===== src/charge_time_unit_defines.vh =====
// register map, field positions, reset values and source codes of the charge time unit
`ifndef CHARGE_TIME_UNIT_DEFINES_VH
`define CHARGE_TIME_UNIT_DEFINES_VH

// ********************************************************************
// register addresses
// ********************************************************************
`define CHARGE_TIME_UNIT_ADDR_W          2
`define CHARGE_TIME_UNIT_ADDR_CTRL       2'h0
`define CHARGE_TIME_UNIT_ADDR_EDGE       2'h1
`define CHARGE_TIME_UNIT_ADDR_CURR       2'h2

// ********************************************************************
// control register one fields
// ********************************************************************
`define CHARGE_TIME_UNIT_CTRL_EN         15
`define CHARGE_TIME_UNIT_CTRL_SIDL       13
`define CHARGE_TIME_UNIT_CTRL_DELAY_GENERATION_ENABLE       12
`define CHARGE_TIME_UNIT_CTRL_HWEDGE     11
`define CHARGE_TIME_UNIT_CTRL_ORDER      10
`define CHARGE_TIME_UNIT_CTRL_DISCH      9
`define CHARGE_TIME_UNIT_CTRL_TRIG       8
`define CHARGE_TIME_UNIT_CTRL_MASK       16'hbf00

// ********************************************************************
// edge config and flags fields
// ********************************************************************
`define CHARGE_TIME_UNIT_E1_MOD          15
`define CHARGE_TIME_UNIT_E1_POL          14
`define CHARGE_TIME_UNIT_E1_SEL_HI       13
`define CHARGE_TIME_UNIT_E1_SEL_LO       10
`define CHARGE_TIME_UNIT_E2_FLAG         9
`define CHARGE_TIME_UNIT_E1_FLAG         8
`define CHARGE_TIME_UNIT_E2_MOD          7
`define CHARGE_TIME_UNIT_E2_POL          6
`define CHARGE_TIME_UNIT_E2_SEL_HI       5
`define CHARGE_TIME_UNIT_E2_SEL_LO       2
`define CHARGE_TIME_UNIT_EDGE_MASK       16'hfffc

// ********************************************************************
// current source fields
// ********************************************************************
`define CHARGE_TIME_UNIT_TRIM_HI         15
`define CHARGE_TIME_UNIT_TRIM_LO         10
`define CHARGE_TIME_UNIT_RNG_HI          9
`define CHARGE_TIME_UNIT_RNG_LO          8
`define CHARGE_TIME_UNIT_CURR_MASK       16'hff00

`define CHARGE_TIME_UNIT_RESET_VAL       16'h0000

// ********************************************************************
// edge source codes
// ********************************************************************
`define CHARGE_TIME_UNIT_E1_SRC_TMR      4'h0
`define CHARGE_TIME_UNIT_E1_SRC_CMP      4'h1
`define CHARGE_TIME_UNIT_E1_SRC_PIN2     4'h2
`define CHARGE_TIME_UNIT_E1_SRC_PIN1     4'h3
`define CHARGE_TIME_UNIT_E2_SRC_CAP      4'h0
`define CHARGE_TIME_UNIT_E2_SRC_CMP      4'h1
`define CHARGE_TIME_UNIT_E2_SRC_PIN1     4'h2
`define CHARGE_TIME_UNIT_E2_SRC_PIN2     4'h3
`define CHARGE_TIME_UNIT_E2_SRC_CMPR     4'h4

`endif


===== src/charge_time_unit_edge_det.v =====
// one edge channel detector: polarity and edge or level sensitivity
`timescale 1ns/100ps
`include "charge_time_unit_defines.vh"

module ctec_edge_det (
	input  wire       mclk_i,
	input  wire       reset_i,
	input  wire       run_i,
	input  wire       src_i,
	input  wire       src_ok_i,
	input  wire       edge_mode_i,
	input  wire       pol_i,
	output wire       hit_o
);

	reg   prev_q;
	wire  act;

	// polarity folded in so both modes look for an active high level
	assign act = pol_i ? src_i : ~src_i;

	always @(posedge mclk_i) begin
		if (reset_i)
			prev_q <= 1'b1;
		else
			prev_q <= run_i ? act : 1'b1;
	end

	// prev forced high while stopped so re-enabling never fakes an edge
	assign hit_o = run_i & src_ok_i & act & (edge_mode_i ? ~prev_q : 1'b1);

endmodule // ctec_edge_det


===== src/charge_time_unit_top.v =====
// charge time unit digital control: registers, edge channels, trigger and analog controls
//
// Design decisions made here: strobed register access and the placing of the registers.
`timescale 1ns/100ps
`include "charge_time_unit_defines.vh"

// Overview of operation
// unit works only while unit_enable is one; else everything idle. Here current_trim and current_range outputs still follow the register.
// halt_in_idle set stops the unit while the device is in idle.
// delay_generation_enable turns edge delay generation on or off.
// hardware_edge_enable selects hardware sources; otherwise software writes the flags.
// edge_order_enable lets edge two be accepted only after edge one.
// source_discharge grounds the analog current source output while set.
// converter_trigger_enable lets the unit issue start of conversion.
// software discharges converter capacitor first and keeps converter sampling meanwhile.
// first_edge_sensitivity: one edge sensitive, zero level sensitive.
// first_edge_polarity: one positive response, zero negative response.
// first_edge_source: timer, compare, pin two, pin one; rest reserved.
// second_edge_flag reads one after edge two; software may write it.
// first_edge_flag reads one after edge one; software may write it.
// second_edge_sensitivity: one edge sensitive, zero level sensitive.
// second_edge_polarity: one positive response, zero negative response.
// second_edge_source: capture, compare, pin one, pin two, comparator.
// current_trim is a signed six bit two percent step trim code.
// current_range picks base, ten, hundred or thousand times current.
// software avoids the thousand times range with the temperature diode.
// hardware sets each flag on its qualified event; flag holds until cleared.
// unimplemented bits read zero and ignore writes.
module ctec_top (
	input  wire                     mclk_i,
	input  wire                     reset_i,
	input  wire [`CHARGE_TIME_UNIT_ADDR_W-1:0]  addr_i,
	input  wire [15:0]              wdata_i,
	input  wire                     wr_i,
	input  wire                     rd_i,
	output reg  [15:0]              rdata_o,
	input  wire                     idle_i,
	input  wire                     timer_one_i,
	input  wire                     compare_unit_one_i,
	input  wire                     capture_unit_one_i,
	input  wire                     comparator_one_i,
	input  wire                     edge_pin_one_i,
	input  wire                     edge_pin_two_i,
	output reg                      source_on_o,
	output reg                      source_discharge_o,
	output reg                      converter_trigger_o,
	output reg                      delay_pulse_o,
	output reg  [5:0]               current_trim_o,
	output reg  [1:0]               current_range_o
);

	// ********************************************************************
	// registers
	// ********************************************************************
	reg  [15:0]  ctrl_q;
	reg  [15:0]  edge_q;
	reg  [15:0]  curr_q;
	reg  [15:0]  ctrl_d;
	reg  [15:0]  edge_d;
	reg  [15:0]  curr_d;

	wire         run;
	wire         hw_edges;
	wire         hit1;
	wire         hit2;
	wire         ok1;
	wire         ok2;
	wire         src1;
	wire         src2;
	wire         set1;
	wire         set2;
	wire         both_now;
	reg          both_q;

	// source multiplexer for edge one
	function sel1;
		input [3:0] code;
		input       tmr, cmp, p1, p2;
		begin
			case (code)
				`CHARGE_TIME_UNIT_E1_SRC_TMR:  sel1 = tmr;
				`CHARGE_TIME_UNIT_E1_SRC_CMP:  sel1 = cmp;
				`CHARGE_TIME_UNIT_E1_SRC_PIN2: sel1 = p2;
				`CHARGE_TIME_UNIT_E1_SRC_PIN1: sel1 = p1;
				default:           sel1 = 1'b0;
			endcase
		end
	endfunction

	// source multiplexer for edge two
	function sel2;
		input [3:0] code;
		input       cap, cmp, p1, p2, cmpr;
		begin
			case (code)
				`CHARGE_TIME_UNIT_E2_SRC_CAP:  sel2 = cap;
				`CHARGE_TIME_UNIT_E2_SRC_CMP:  sel2 = cmp;
				`CHARGE_TIME_UNIT_E2_SRC_PIN1: sel2 = p1;
				`CHARGE_TIME_UNIT_E2_SRC_PIN2: sel2 = p2;
				`CHARGE_TIME_UNIT_E2_SRC_CMPR: sel2 = cmpr;
				default:           sel2 = 1'b0;
			endcase
		end
	endfunction

	// ********************************************************************
	// run qualification
	// ********************************************************************
	assign run      = ctrl_q[`CHARGE_TIME_UNIT_CTRL_EN] & ~(ctrl_q[`CHARGE_TIME_UNIT_CTRL_SIDL] & idle_i);
	assign hw_edges = run & ctrl_q[`CHARGE_TIME_UNIT_CTRL_HWEDGE];

	assign src1 = sel1(edge_q[`CHARGE_TIME_UNIT_E1_SEL_HI:`CHARGE_TIME_UNIT_E1_SEL_LO], timer_one_i, compare_unit_one_i,
		edge_pin_one_i, edge_pin_two_i);
	assign src2 = sel2(edge_q[`CHARGE_TIME_UNIT_E2_SEL_HI:`CHARGE_TIME_UNIT_E2_SEL_LO], capture_unit_one_i, compare_unit_one_i,
		edge_pin_one_i, edge_pin_two_i, comparator_one_i);

	// reserved codes never produce an event
	assign ok1 = (edge_q[`CHARGE_TIME_UNIT_E1_SEL_HI:`CHARGE_TIME_UNIT_E1_SEL_LO] <= `CHARGE_TIME_UNIT_E1_SRC_PIN1);
	assign ok2 = (edge_q[`CHARGE_TIME_UNIT_E2_SEL_HI:`CHARGE_TIME_UNIT_E2_SEL_LO] <= `CHARGE_TIME_UNIT_E2_SRC_CMPR);

	// ********************************************************************
	// edge channels
	// ********************************************************************
	ctec_edge_det u_edge1 (
		.mclk_i      (mclk_i),
		.reset_i     (reset_i),
		.run_i       (hw_edges),
		.src_i       (src1),
		.src_ok_i    (ok1),
		.edge_mode_i (edge_q[`CHARGE_TIME_UNIT_E1_MOD]),
		.pol_i       (edge_q[`CHARGE_TIME_UNIT_E1_POL]),
		.hit_o       (hit1)
	);

	ctec_edge_det u_edge2 (
		.mclk_i      (mclk_i),
		.reset_i     (reset_i),
		.run_i       (hw_edges),
		.src_i       (src2),
		.src_ok_i    (ok2),
		.edge_mode_i (edge_q[`CHARGE_TIME_UNIT_E2_MOD]),
		.pol_i       (edge_q[`CHARGE_TIME_UNIT_E2_POL]),
		.hit_o       (hit2)
	);

	assign set1 = hit1;
	// with ordering, edge two counts only once edge one is already flagged
	assign set2 = hit2 & (~ctrl_q[`CHARGE_TIME_UNIT_CTRL_ORDER] | edge_q[`CHARGE_TIME_UNIT_E1_FLAG]);

	// ********************************************************************
	// register write path
	// ********************************************************************
	always @* begin
		ctrl_d = ctrl_q;
		edge_d = edge_q;
		curr_d = curr_q;
		if (wr_i) begin
			case (addr_i)
				`CHARGE_TIME_UNIT_ADDR_CTRL: begin
					ctrl_d = wdata_i & `CHARGE_TIME_UNIT_CTRL_MASK;
				end
				`CHARGE_TIME_UNIT_ADDR_EDGE: begin
					edge_d = wdata_i & `CHARGE_TIME_UNIT_EDGE_MASK;
				end
				`CHARGE_TIME_UNIT_ADDR_CURR: begin
					curr_d = wdata_i & `CHARGE_TIME_UNIT_CURR_MASK;
				end
				default: begin
					ctrl_d = ctrl_q;
				end
			endcase
		end
		// hardware set wins over a software clear in the same cycle
		if (set1)
			edge_d[`CHARGE_TIME_UNIT_E1_FLAG] = 1'b1;
		if (set2)
			edge_d[`CHARGE_TIME_UNIT_E2_FLAG] = 1'b1;
	end

	always @(posedge mclk_i) begin
		if (reset_i) begin
			ctrl_q <= `CHARGE_TIME_UNIT_RESET_VAL;
			edge_q <= `CHARGE_TIME_UNIT_RESET_VAL;
			curr_q <= `CHARGE_TIME_UNIT_RESET_VAL;
		end else begin
			ctrl_q <= ctrl_d;
			edge_q <= edge_d;
			curr_q <= curr_d;
		end
	end

	// ********************************************************************
	// read path
	// ********************************************************************
	always @(posedge mclk_i) begin
		if (reset_i)
			rdata_o <= 16'h0000;
		else if (rd_i) begin
			case (addr_i)
				`CHARGE_TIME_UNIT_ADDR_CTRL: rdata_o <= ctrl_q;
				`CHARGE_TIME_UNIT_ADDR_EDGE: rdata_o <= edge_q;
				`CHARGE_TIME_UNIT_ADDR_CURR: rdata_o <= curr_q;
				default:         rdata_o <= 16'h0000;
			endcase
		end else
			rdata_o <= 16'h0000;
	end

	// ********************************************************************
	// analog and converter controls
	// ********************************************************************
	// source charges between edge one and edge two; both flags set means done
	assign both_now = edge_q[`CHARGE_TIME_UNIT_E1_FLAG] & edge_q[`CHARGE_TIME_UNIT_E2_FLAG];

	always @(posedge mclk_i) begin
		if (reset_i) begin
			both_q              <= 1'b0;
			source_on_o         <= 1'b0;
			source_discharge_o  <= 1'b0;
			converter_trigger_o <= 1'b0;
			delay_pulse_o       <= 1'b0;
			current_trim_o      <= 6'h00;
			current_range_o     <= 2'h0;
		end else begin
			both_q              <= run & both_now;
			source_on_o         <= run & (edge_q[`CHARGE_TIME_UNIT_E1_FLAG] ^ edge_q[`CHARGE_TIME_UNIT_E2_FLAG]);
			source_discharge_o  <= run & ctrl_q[`CHARGE_TIME_UNIT_CTRL_DISCH];
			// one pulse per completed edge pair; limitation: needs flags cleared to rearm
			converter_trigger_o <= run & ctrl_q[`CHARGE_TIME_UNIT_CTRL_TRIG] & both_now & ~both_q;
			// delay output high from edge one until edge two
			delay_pulse_o       <= run & ctrl_q[`CHARGE_TIME_UNIT_CTRL_DELAY_GENERATION_ENABLE] & edge_q[`CHARGE_TIME_UNIT_E1_FLAG]
				& ~edge_q[`CHARGE_TIME_UNIT_E2_FLAG];
			current_trim_o      <= curr_q[`CHARGE_TIME_UNIT_TRIM_HI:`CHARGE_TIME_UNIT_TRIM_LO];
			current_range_o     <= curr_q[`CHARGE_TIME_UNIT_RNG_HI:`CHARGE_TIME_UNIT_RNG_LO];
		end
	end

endmodule // ctec_top


===== config.mk =====
export PLATFORM = sky130hd
export DESIGN_NAME = ctec_top
export DESIGN_NICKNAME = d
export VERILOG_FILES = /design/src/charge_time_unit_edge_det.v /design/src/charge_time_unit_top.v
export VERILOG_INCLUDE_DIRS = /design/src /design/src/src
export SDC_FILE = /design/constraint.sdc
export NUM_CORES = 1
export LEC_CHECK = 0
export BUFFER_PORTS_ARGS = -buffer_cell sky130_fd_sc_hd__buf_2
export CAP_MARGIN = 5
export CORE_ASPECT_RATIO = 0.7
export CORE_MARGIN = 4
export CORE_UTILIZATION = 51
export DETAILED_ROUTE_END_ITERATION = 8
export PLACE_DENSITY = 0.77
export SLEW_MARGIN = 5
export SYNTH_ARGS = -nofsm -noshare
export SYNTH_HDL_FRONTEND = slang
export SYNTH_SLANG_ARGS = --single-unit

===== constraint.sdc =====
create_clock -name mclk_i -period 1.9 [get_ports mclk_i]
set_clock_uncertainty 0.15 [all_clocks]
set_input_delay 0.38 -clock mclk_i [delete_from_list [all_inputs] [get_ports mclk_i]]
set_output_delay 0.38 -clock mclk_i [all_outputs]
set_load 0.02 [all_outputs]

==> results of run 1 <==
[power by group through the flow]
stage	registers [W]	clock network (W)	logic [W]
global placement	0.00129	0	0.000185
detailed placement	0.00129	0	0.000187
finish	0.00126	0.00111	0.000188
floorplan	0.00129	0	0.000115
global route	0.00127	0.00121	0.000209
CTS	0.00126	0.00114	0.000189
[cell usage in the layout, fill, tap and decap left out]
cell,n
a211oi_2,1
buf_2,52
and2_2,1
or3_1,1
a22oi_1,1
a2111oi_4,1
mux2i_1,18
nor3b_1,2
nor2b_1,10
clkinv_2,1
mux4_2,1
clkbuf_1,3
and2_1,8
conb_1,2
and2_0,1
nand4_1,1
and3_1,1
o21ai_0,3
nor4_1,1
and3b_1,1
nand3_1,9
inv_1,1
clkbuf_8,11
ha_1,1
a21oi_1,30
dfxtp_1,58
bufinv_16,1
o221ai_2,1
and4b_1,1
buf_4,11
a21o_1,1
o2111ai_1,1
nand2b_1,3
nand2_1,37
or2_1,1
xnor2_1,2
nand3b_1,1
nor2_1,23
[metal layers]
layer	track usage	vias up
met1	0.2506	811
met4	0.05837	0
met3	0.09486	6
met5	0	-
met2	0.2805	68
li1	-	918
[final cells by class]
cell class / instances / area, um^2
inverter: 1 / 3.754
fill: 348 / 1299
multi-input combinational: 165 / 972.2
clock buffer: 14 / 162.7
timing repair buffer: 63 / 342.8
sequential: 58 / 1161
tap: 52 / 65.06
clock inverter: 2 / 35.03
[Yosys cell counts, drive strengths merged, types with 2 or more instances]
library cell / instances / share of area
clkbuf: 7 / 0.012
dfxtp: 58 / 0.53
nand2b: 3 / 0.0085
nand2: 37 / 0.063
xnor2: 2 / 0.0080
mux2i: 18 / 0.082
and2: 10 / 0.029
nor2b: 10 / 0.028
buf: 7 / 0.018
nand3: 9 / 0.020
a21oi: 30 / 0.068
o21ai: 3 / 0.0068
nor3b: 2 / 0.0068
nor2: 23 / 0.039
[through the flow]
stage | setup WS [ps] | utilization
3_5_place_dp | 110.5 | 0.6297
4_1_cts | 345.7 | 0.6786
3_3_place_gp | 150.7 | 0.6297
6_report | 336.0 | 0.6786
5_1_grt | 210.3 | 0.6786
2_1_floorplan | 424.3 | -
[critical path, cell delays in order, from the launching register on]
cell and delay (ps):
dfxtp_1 420, mux2i_1 160, a2111oi_4 440, or2_1 180, o221ai_2 100
[registers in the layout, indices dropped and copies added, names as in the netlist, 2 cells and up]
signal	count
rdata_o	14
edge_q	14
current_range_o	2
current_trim_o	6
ctrl_q	7
curr_q	8
[how the worst max path moves through the flow]
stage	from	end	slack, ps	cells after the start
finish	edge_q[3]$_SDFFE_PP0P_	edge_q[9]$_SDFFE_PP0P_	340	4
global route	edge_q[4]$_SDFFE_PP0P_	edge_q[9]$_SDFFE_PP0P_	210	4
CTS	edge_q[3]$_SDFFE_PP0P_	edge_q[9]$_SDFFE_PP0P_	350	4
detailed placement	addr_i[0]	ctrl_q[12]$_SDFFE_PP0P_	110	6
global placement	addr_i[0]	ctrl_q[9]$_SDFFE_PP0P_	150	6
floorplan	addr_i[1]	ctrl_q[10]$_SDFFE_PP0P_	420	5
[cell families after synthesis]
family,synth area share
and+or+nand+nor,0.2219
other,0.001705
muxes,0.09215
xor gates and xnor gates,0.007965
DFF,0.5279
adders and majority gates,0.005687
AOI/OAI and AO/OA,0.1109
buffers and inverters,0.03185
==> metrics.cfg, run 1 <==
[timing]
final.setup.tns_ps = 0
worstMarginPinSlew_ps = 525.8
slew_headroom = 0.6463
slew_viol_final = 0
setup_viol = 0
hold_violations = 0
fmax_mhz = 639.4
fin_crit_sh = 0.8232
rsz0062_at_grt = no
worst_hold_slack_ps = 134.0
min_period_ps = 1564

[cts]
cts_setup_buffers = 0
cts_resized = 0
cts_buffers = 9
cts.sinks = 58
clockBufferDepth = 2
htree_levels = 3
cts_tree = yes
path_clk_slew_ps = 60
cts-root-buf = clkbuf_8
clk_latency_ps = 330
cts_hold_buf = 0

[pwr]
power_frac_clock = 0.432
power_w = 0.002559
switching_power_w = 0.0005579
p_int_w = 0.002001
comb_power_share = 0.074
vdd_drop_max_uv = 583.7
seqPwrFrac = 0.494
leakage_nw = 1.170
power_density_nw_per_um2 = 932.9
netSwitchingFraction = 0.2181

[die]
die_y_um = 62.95
dieArea_um2 = 5444
rows = 19
die_width_um = 86.50
core_um2 = 4041
initial_core_util = 0.5443
ioPinCount = 57

[critical_path]
critPathLaunchType = flip-flop
setup.worst_path.end_class = flip-flop
reg2reg_slack_ps = 340
reg2regPathDepth = 4
worst_ep_arrival_time_ps = 1620
critPathKind = reg2reg
cp_max_fo = 6
reg2reg_from = edge_q[3]$_SDFFE_PP0P_
crit_required_ps = 1950
r2r_end = edge_q[9]$_SDFFE_PP0P_

[cells_and_area]
drive_gt1_frac = 0.2673
stdcell_area_um2 = 2743
area_growth_pct = 24.69
antennaDiodeCount = 0
finalNonFillerCells = 355
final_nets = 328

[global_route]
grt.total_usage = 0.1929
grt_max_degree = 38
overflow = 0
antenna_found_initial = 0
grt_pass1_wl_mm = 8.024
grt_pass1_vias = 1736

[logic_synthesis]
yosysSeqAreaShare = 0.5279
synth_area_per_cell_um2 = 9.281
ys_ff_latch = 58
async_flop_share = 0
ys.flop_type = dfxtp_1
netlist_area_um2 = 2200
synth_warnings = 0
syn_inst = 237
synth-edff-count = 0
synth_cell_types = 35

[run_status]
status = completed

[detailed_routing]
met2WireLength_mm = 2.028
wl_per_cell_um = 13.19
vias = 1803
routed_via_density = 5.079
dr_wl_met3_um = 554
drc = 0
drt-initial-drc-count = 115
first_pass_iters = 4
highest_layer = met4
m1WireLength_mm = 2.057
postRouteAntennaNets = 0
totalWireLength_mm = 4.683

[placed_design]
place_congestion = 0.8271
placed_area_um2 = 2545
dp.cells = 339
dp_hpwl_mm = 3.558
port_buffers = 52

[worst_hold_path]
holdCritPathClass = in2reg
hold_start = wdata_i[2]
min_to = edge_q[2]$_SDFFE_PP0P_
hold-path-cell-count = 3

[job]
maxCapViolations = 0

(Power assumes the default switching activity.)
==> run 2, diff against run 1 <==
--- a/config.mk
+++ b/config.mk
@@ -6,13 +6,14 @@
 export SDC_FILE = /design/constraint.sdc
 export NUM_CORES = 1
 export LEC_CHECK = 0
+export ABC_AREA = 1
 export BUFFER_PORTS_ARGS = -buffer_cell sky130_fd_sc_hd__buf_2
 export CAP_MARGIN = 5
 export CORE_ASPECT_RATIO = 0.7
 export CORE_MARGIN = 4
-export CORE_UTILIZATION = 51
+export CORE_UTILIZATION = 46
 export DETAILED_ROUTE_END_ITERATION = 8
-export PLACE_DENSITY = 0.77
+export PLACE_DENSITY = 0.74
 export SLEW_MARGIN = 5
 export SYNTH_ARGS = -nofsm -noshare
 export SYNTH_HDL_FRONTEND = slang
==> constraint.sdc (replaced) <==
create_clock -name mclk_i -period 1.3 [get_ports mclk_i]
set_clock_uncertainty 0.15 [all_clocks]
set_input_delay 0.26 -clock mclk_i [delete_from_list [all_inputs] [get_ports mclk_i]]
set_output_delay 0.26 -clock mclk_i [all_outputs]
set_load 0.02 [all_outputs]
==> metrics.cfg, run 2 <==
[cts]
htree_levels = 3
cts_hold_buf = 0
cts.sinks = 58
cts_tree = yes
clk_latency_ps = 330
path_clk_slew_ps = 60
clockBufferDepth = 2
cts-root-buf = clkbuf_8
cts_buffers = 9

[worst_hold_path]
holdCritPathClass = in2reg
hold-path-cell-count = 3

[cells_and_area]
finalNonFillerCells = 401
antennaDiodeCount = 0
mostFrequentLayoutCell = dfxtp_1
final_nets = 373
drive_gt1_frac = 0.2977
layout_common_cells = 53 x dfxtp_1, 52 x buf_2, 43 x nand2_1, 34 x inv_1, 29 x nor2_1
stdcell_area_um2 = 2748
top_regs = edge_q (14), rdata_o (14), curr_q (8)
area_growth_pct = 25.85

[detailed_routing]
vias = 1937
wl_per_cell_um = 12.42
postRouteAntennaNets = 0
totalWireLength_mm = 4.981
first_pass_iters = 4
drc = 0
drt-initial-drc-count = 106
routed_via_density = 4.830

[placed_design]
post-place-ws_ps = -96.14
place_congestion = 0.8481
dp_hpwl_mm = 3.660
port_buffers = 52
placed_area_um2 = 2552
dp.cells = 385

[logic_synthesis]
synth_area_leader_cell = dfxtp_1
synth_top_family_by_area = simple AND/OR/NAND/NOR gates
synth_warnings = 0
synth_top_area_frac = 0.5318
yosysMostFrequentCell = dfxtp_1
synth.area.mux_share = 0
synth_xor_area_frac = 0
synth-simple-area-share = 0.1897
netlist_area_um2 = 2183
ys.flop_type = dfxtp_1
synth_adder_area_share = 0.005731
synth_area_leaders = dfxtp_1 53%, nand2_1 7.7%, inv_1 6.5%
yosysSeqAreaShare = 0.5318
async_flop_share = 0
syn_inst = 273
synth_area_per_cell_um2 = 7.998
synth-edff-count = 0
ys_ff_latch = 58
synth_cell_types = 23
synthTopCellsByCount = 58 x dfxtp_1, 45 x nand2_1, 38 x inv_1
synth_compound_area_frac = 0.1673

[critical_path]
reg2regPathDepth = 5
critPathLaunchType = flip-flop
worst_ep_arrival_time_ps = 1360
crit_required_ps = 1420
setup.worst_path.end_class = flip-flop
critPathKind = reg2reg
cp_max_fo = 3

[die]
core_um2 = 4454
initial_core_util = 0.4902
die_y_um = 65.64
die_width_um = 90.35
rows = 20
dieArea_um2 = 5930
ioPinCount = 57

[timing]
fin_ws_ps = 55.27
fin_crit_sh = 0.9575
setup_viol = 0
hold_violations = 0
slew_viol_final = 0
rsz0062_at_grt = yes
min_period_ps = 1245
fmax_mhz = 803.4

[run_status]
status = completed

[global_route]
overflow = 0
grt_max_degree = 18
grt_pass1_wl_mm = 8.252
grt_pass1_vias = 1848
grt.total_usage = 0.1812
antenna_found_initial = 0

[pwr]
vdd_drop_max_uv = 679.2
leakage_nw = 1.308
power_density_nw_per_um2 = 1306

[job]
maxCapViolations = 0

run 2: cell types whose count changed in the layout (fill, tap and decap cells not counted), moves of 6 or more:
cell,change
a21oi_1,-8
and2_1,-8
inv_1,+33
inv_2,+8
mux2i_1,-18
nand2_1,+6
nor2_1,+6
nor2b_1,-10
nor3_1,+8
o21ai_0,+22
run 2: power breakdown:
part,total [W],switching (W),internal (W),leakage [nW]
Clock,0.00134,0.000617,0.000725,0.0766
Sequential,0.00187,0.0000325,0.00184,0.474
Combinational,0.000372,0.000230,0.000142,0.757
run 2: cell type report:
| cell class | count | area (um^2) |
|---|---|---|
| fill | 419 | 1707 |
| sequential | 58 | 1167 |
| multi-input combinational | 164 | 820.8 |
| timing repair buffer | 68 | 380.4 |
| inverter | 42 | 157.7 |
| clock buffer | 14 | 152.6 |
| tap | 55 | 68.82 |
run 2: through the flow:
stage                     hold WS [ps]  TNS (ps)    util  total power (W)
after floorplan                  186.5         0       -         0.002130
after CTS                        43.54         0  0.6084         0.003603
after global routing             67.09    -38.90  0.6169         0.003764
final                            51.22         0  0.6169         0.003588
after detailed placement         227.7    -767.8  0.5730         0.002266
after global placement           228.0    -289.0  0.5730         0.002258
run 2: repair_timing:
action	in CTS	in global routing
endpoints found under the setup margin	1	5
gates resized for setup	1	14
cloned	0	0
pin swaps	0	2
buffers inserted	0	2
run 2: cells by family (layout without fill, tap and decap cells):
| group | Yosys count | after routing |
|---|---|---|
| AOI/OAI and AO/OA | 63 | 63 |
| adders and majority gates | 1 | 1 |
| buffers and inverters | 52 | 124 |
| DFF | 58 | 58 |
| other | 1 | 2 |
| and+or+nand+nor | 98 | 98 |
run 2: critical path, stage by stage, from the launching register on:
cell and delay [ps]:
dfxtp_2 330, a21boi_4 190, nand2_2 90, nor3_2 190, nand3_1 110, a21oi_2 120
run 2: final timing paths:
path / slack [ps] / to / from
setup reg to reg: 60 / edge_q[9]$_SDFFE_PP0P_ / ctrl_q[15]$_SDFFE_PP0P_
setup / recovery: 60 / edge_q[9]$_SDFFE_PP0P_ / ctrl_q[15]$_SDFFE_PP0P_
hold / removal: 50 / edge_q[3]$_SDFFE_PP0P_ / wdata_i[3]
hold reg to reg: 240 / converter_trigger_o$_SDFF_PP0_ / both_q$_SDFF_PP0_
run 2: layer usage:
metal,GRT usage,vias to the layer above,part of all wire
li1,-,1013,-
met1,0.2378,858,0.51
met2,0.2651,57,0.41
met3,0.08009,9,0.073
met4,0.06298,0,0.012
met5,0,-,0
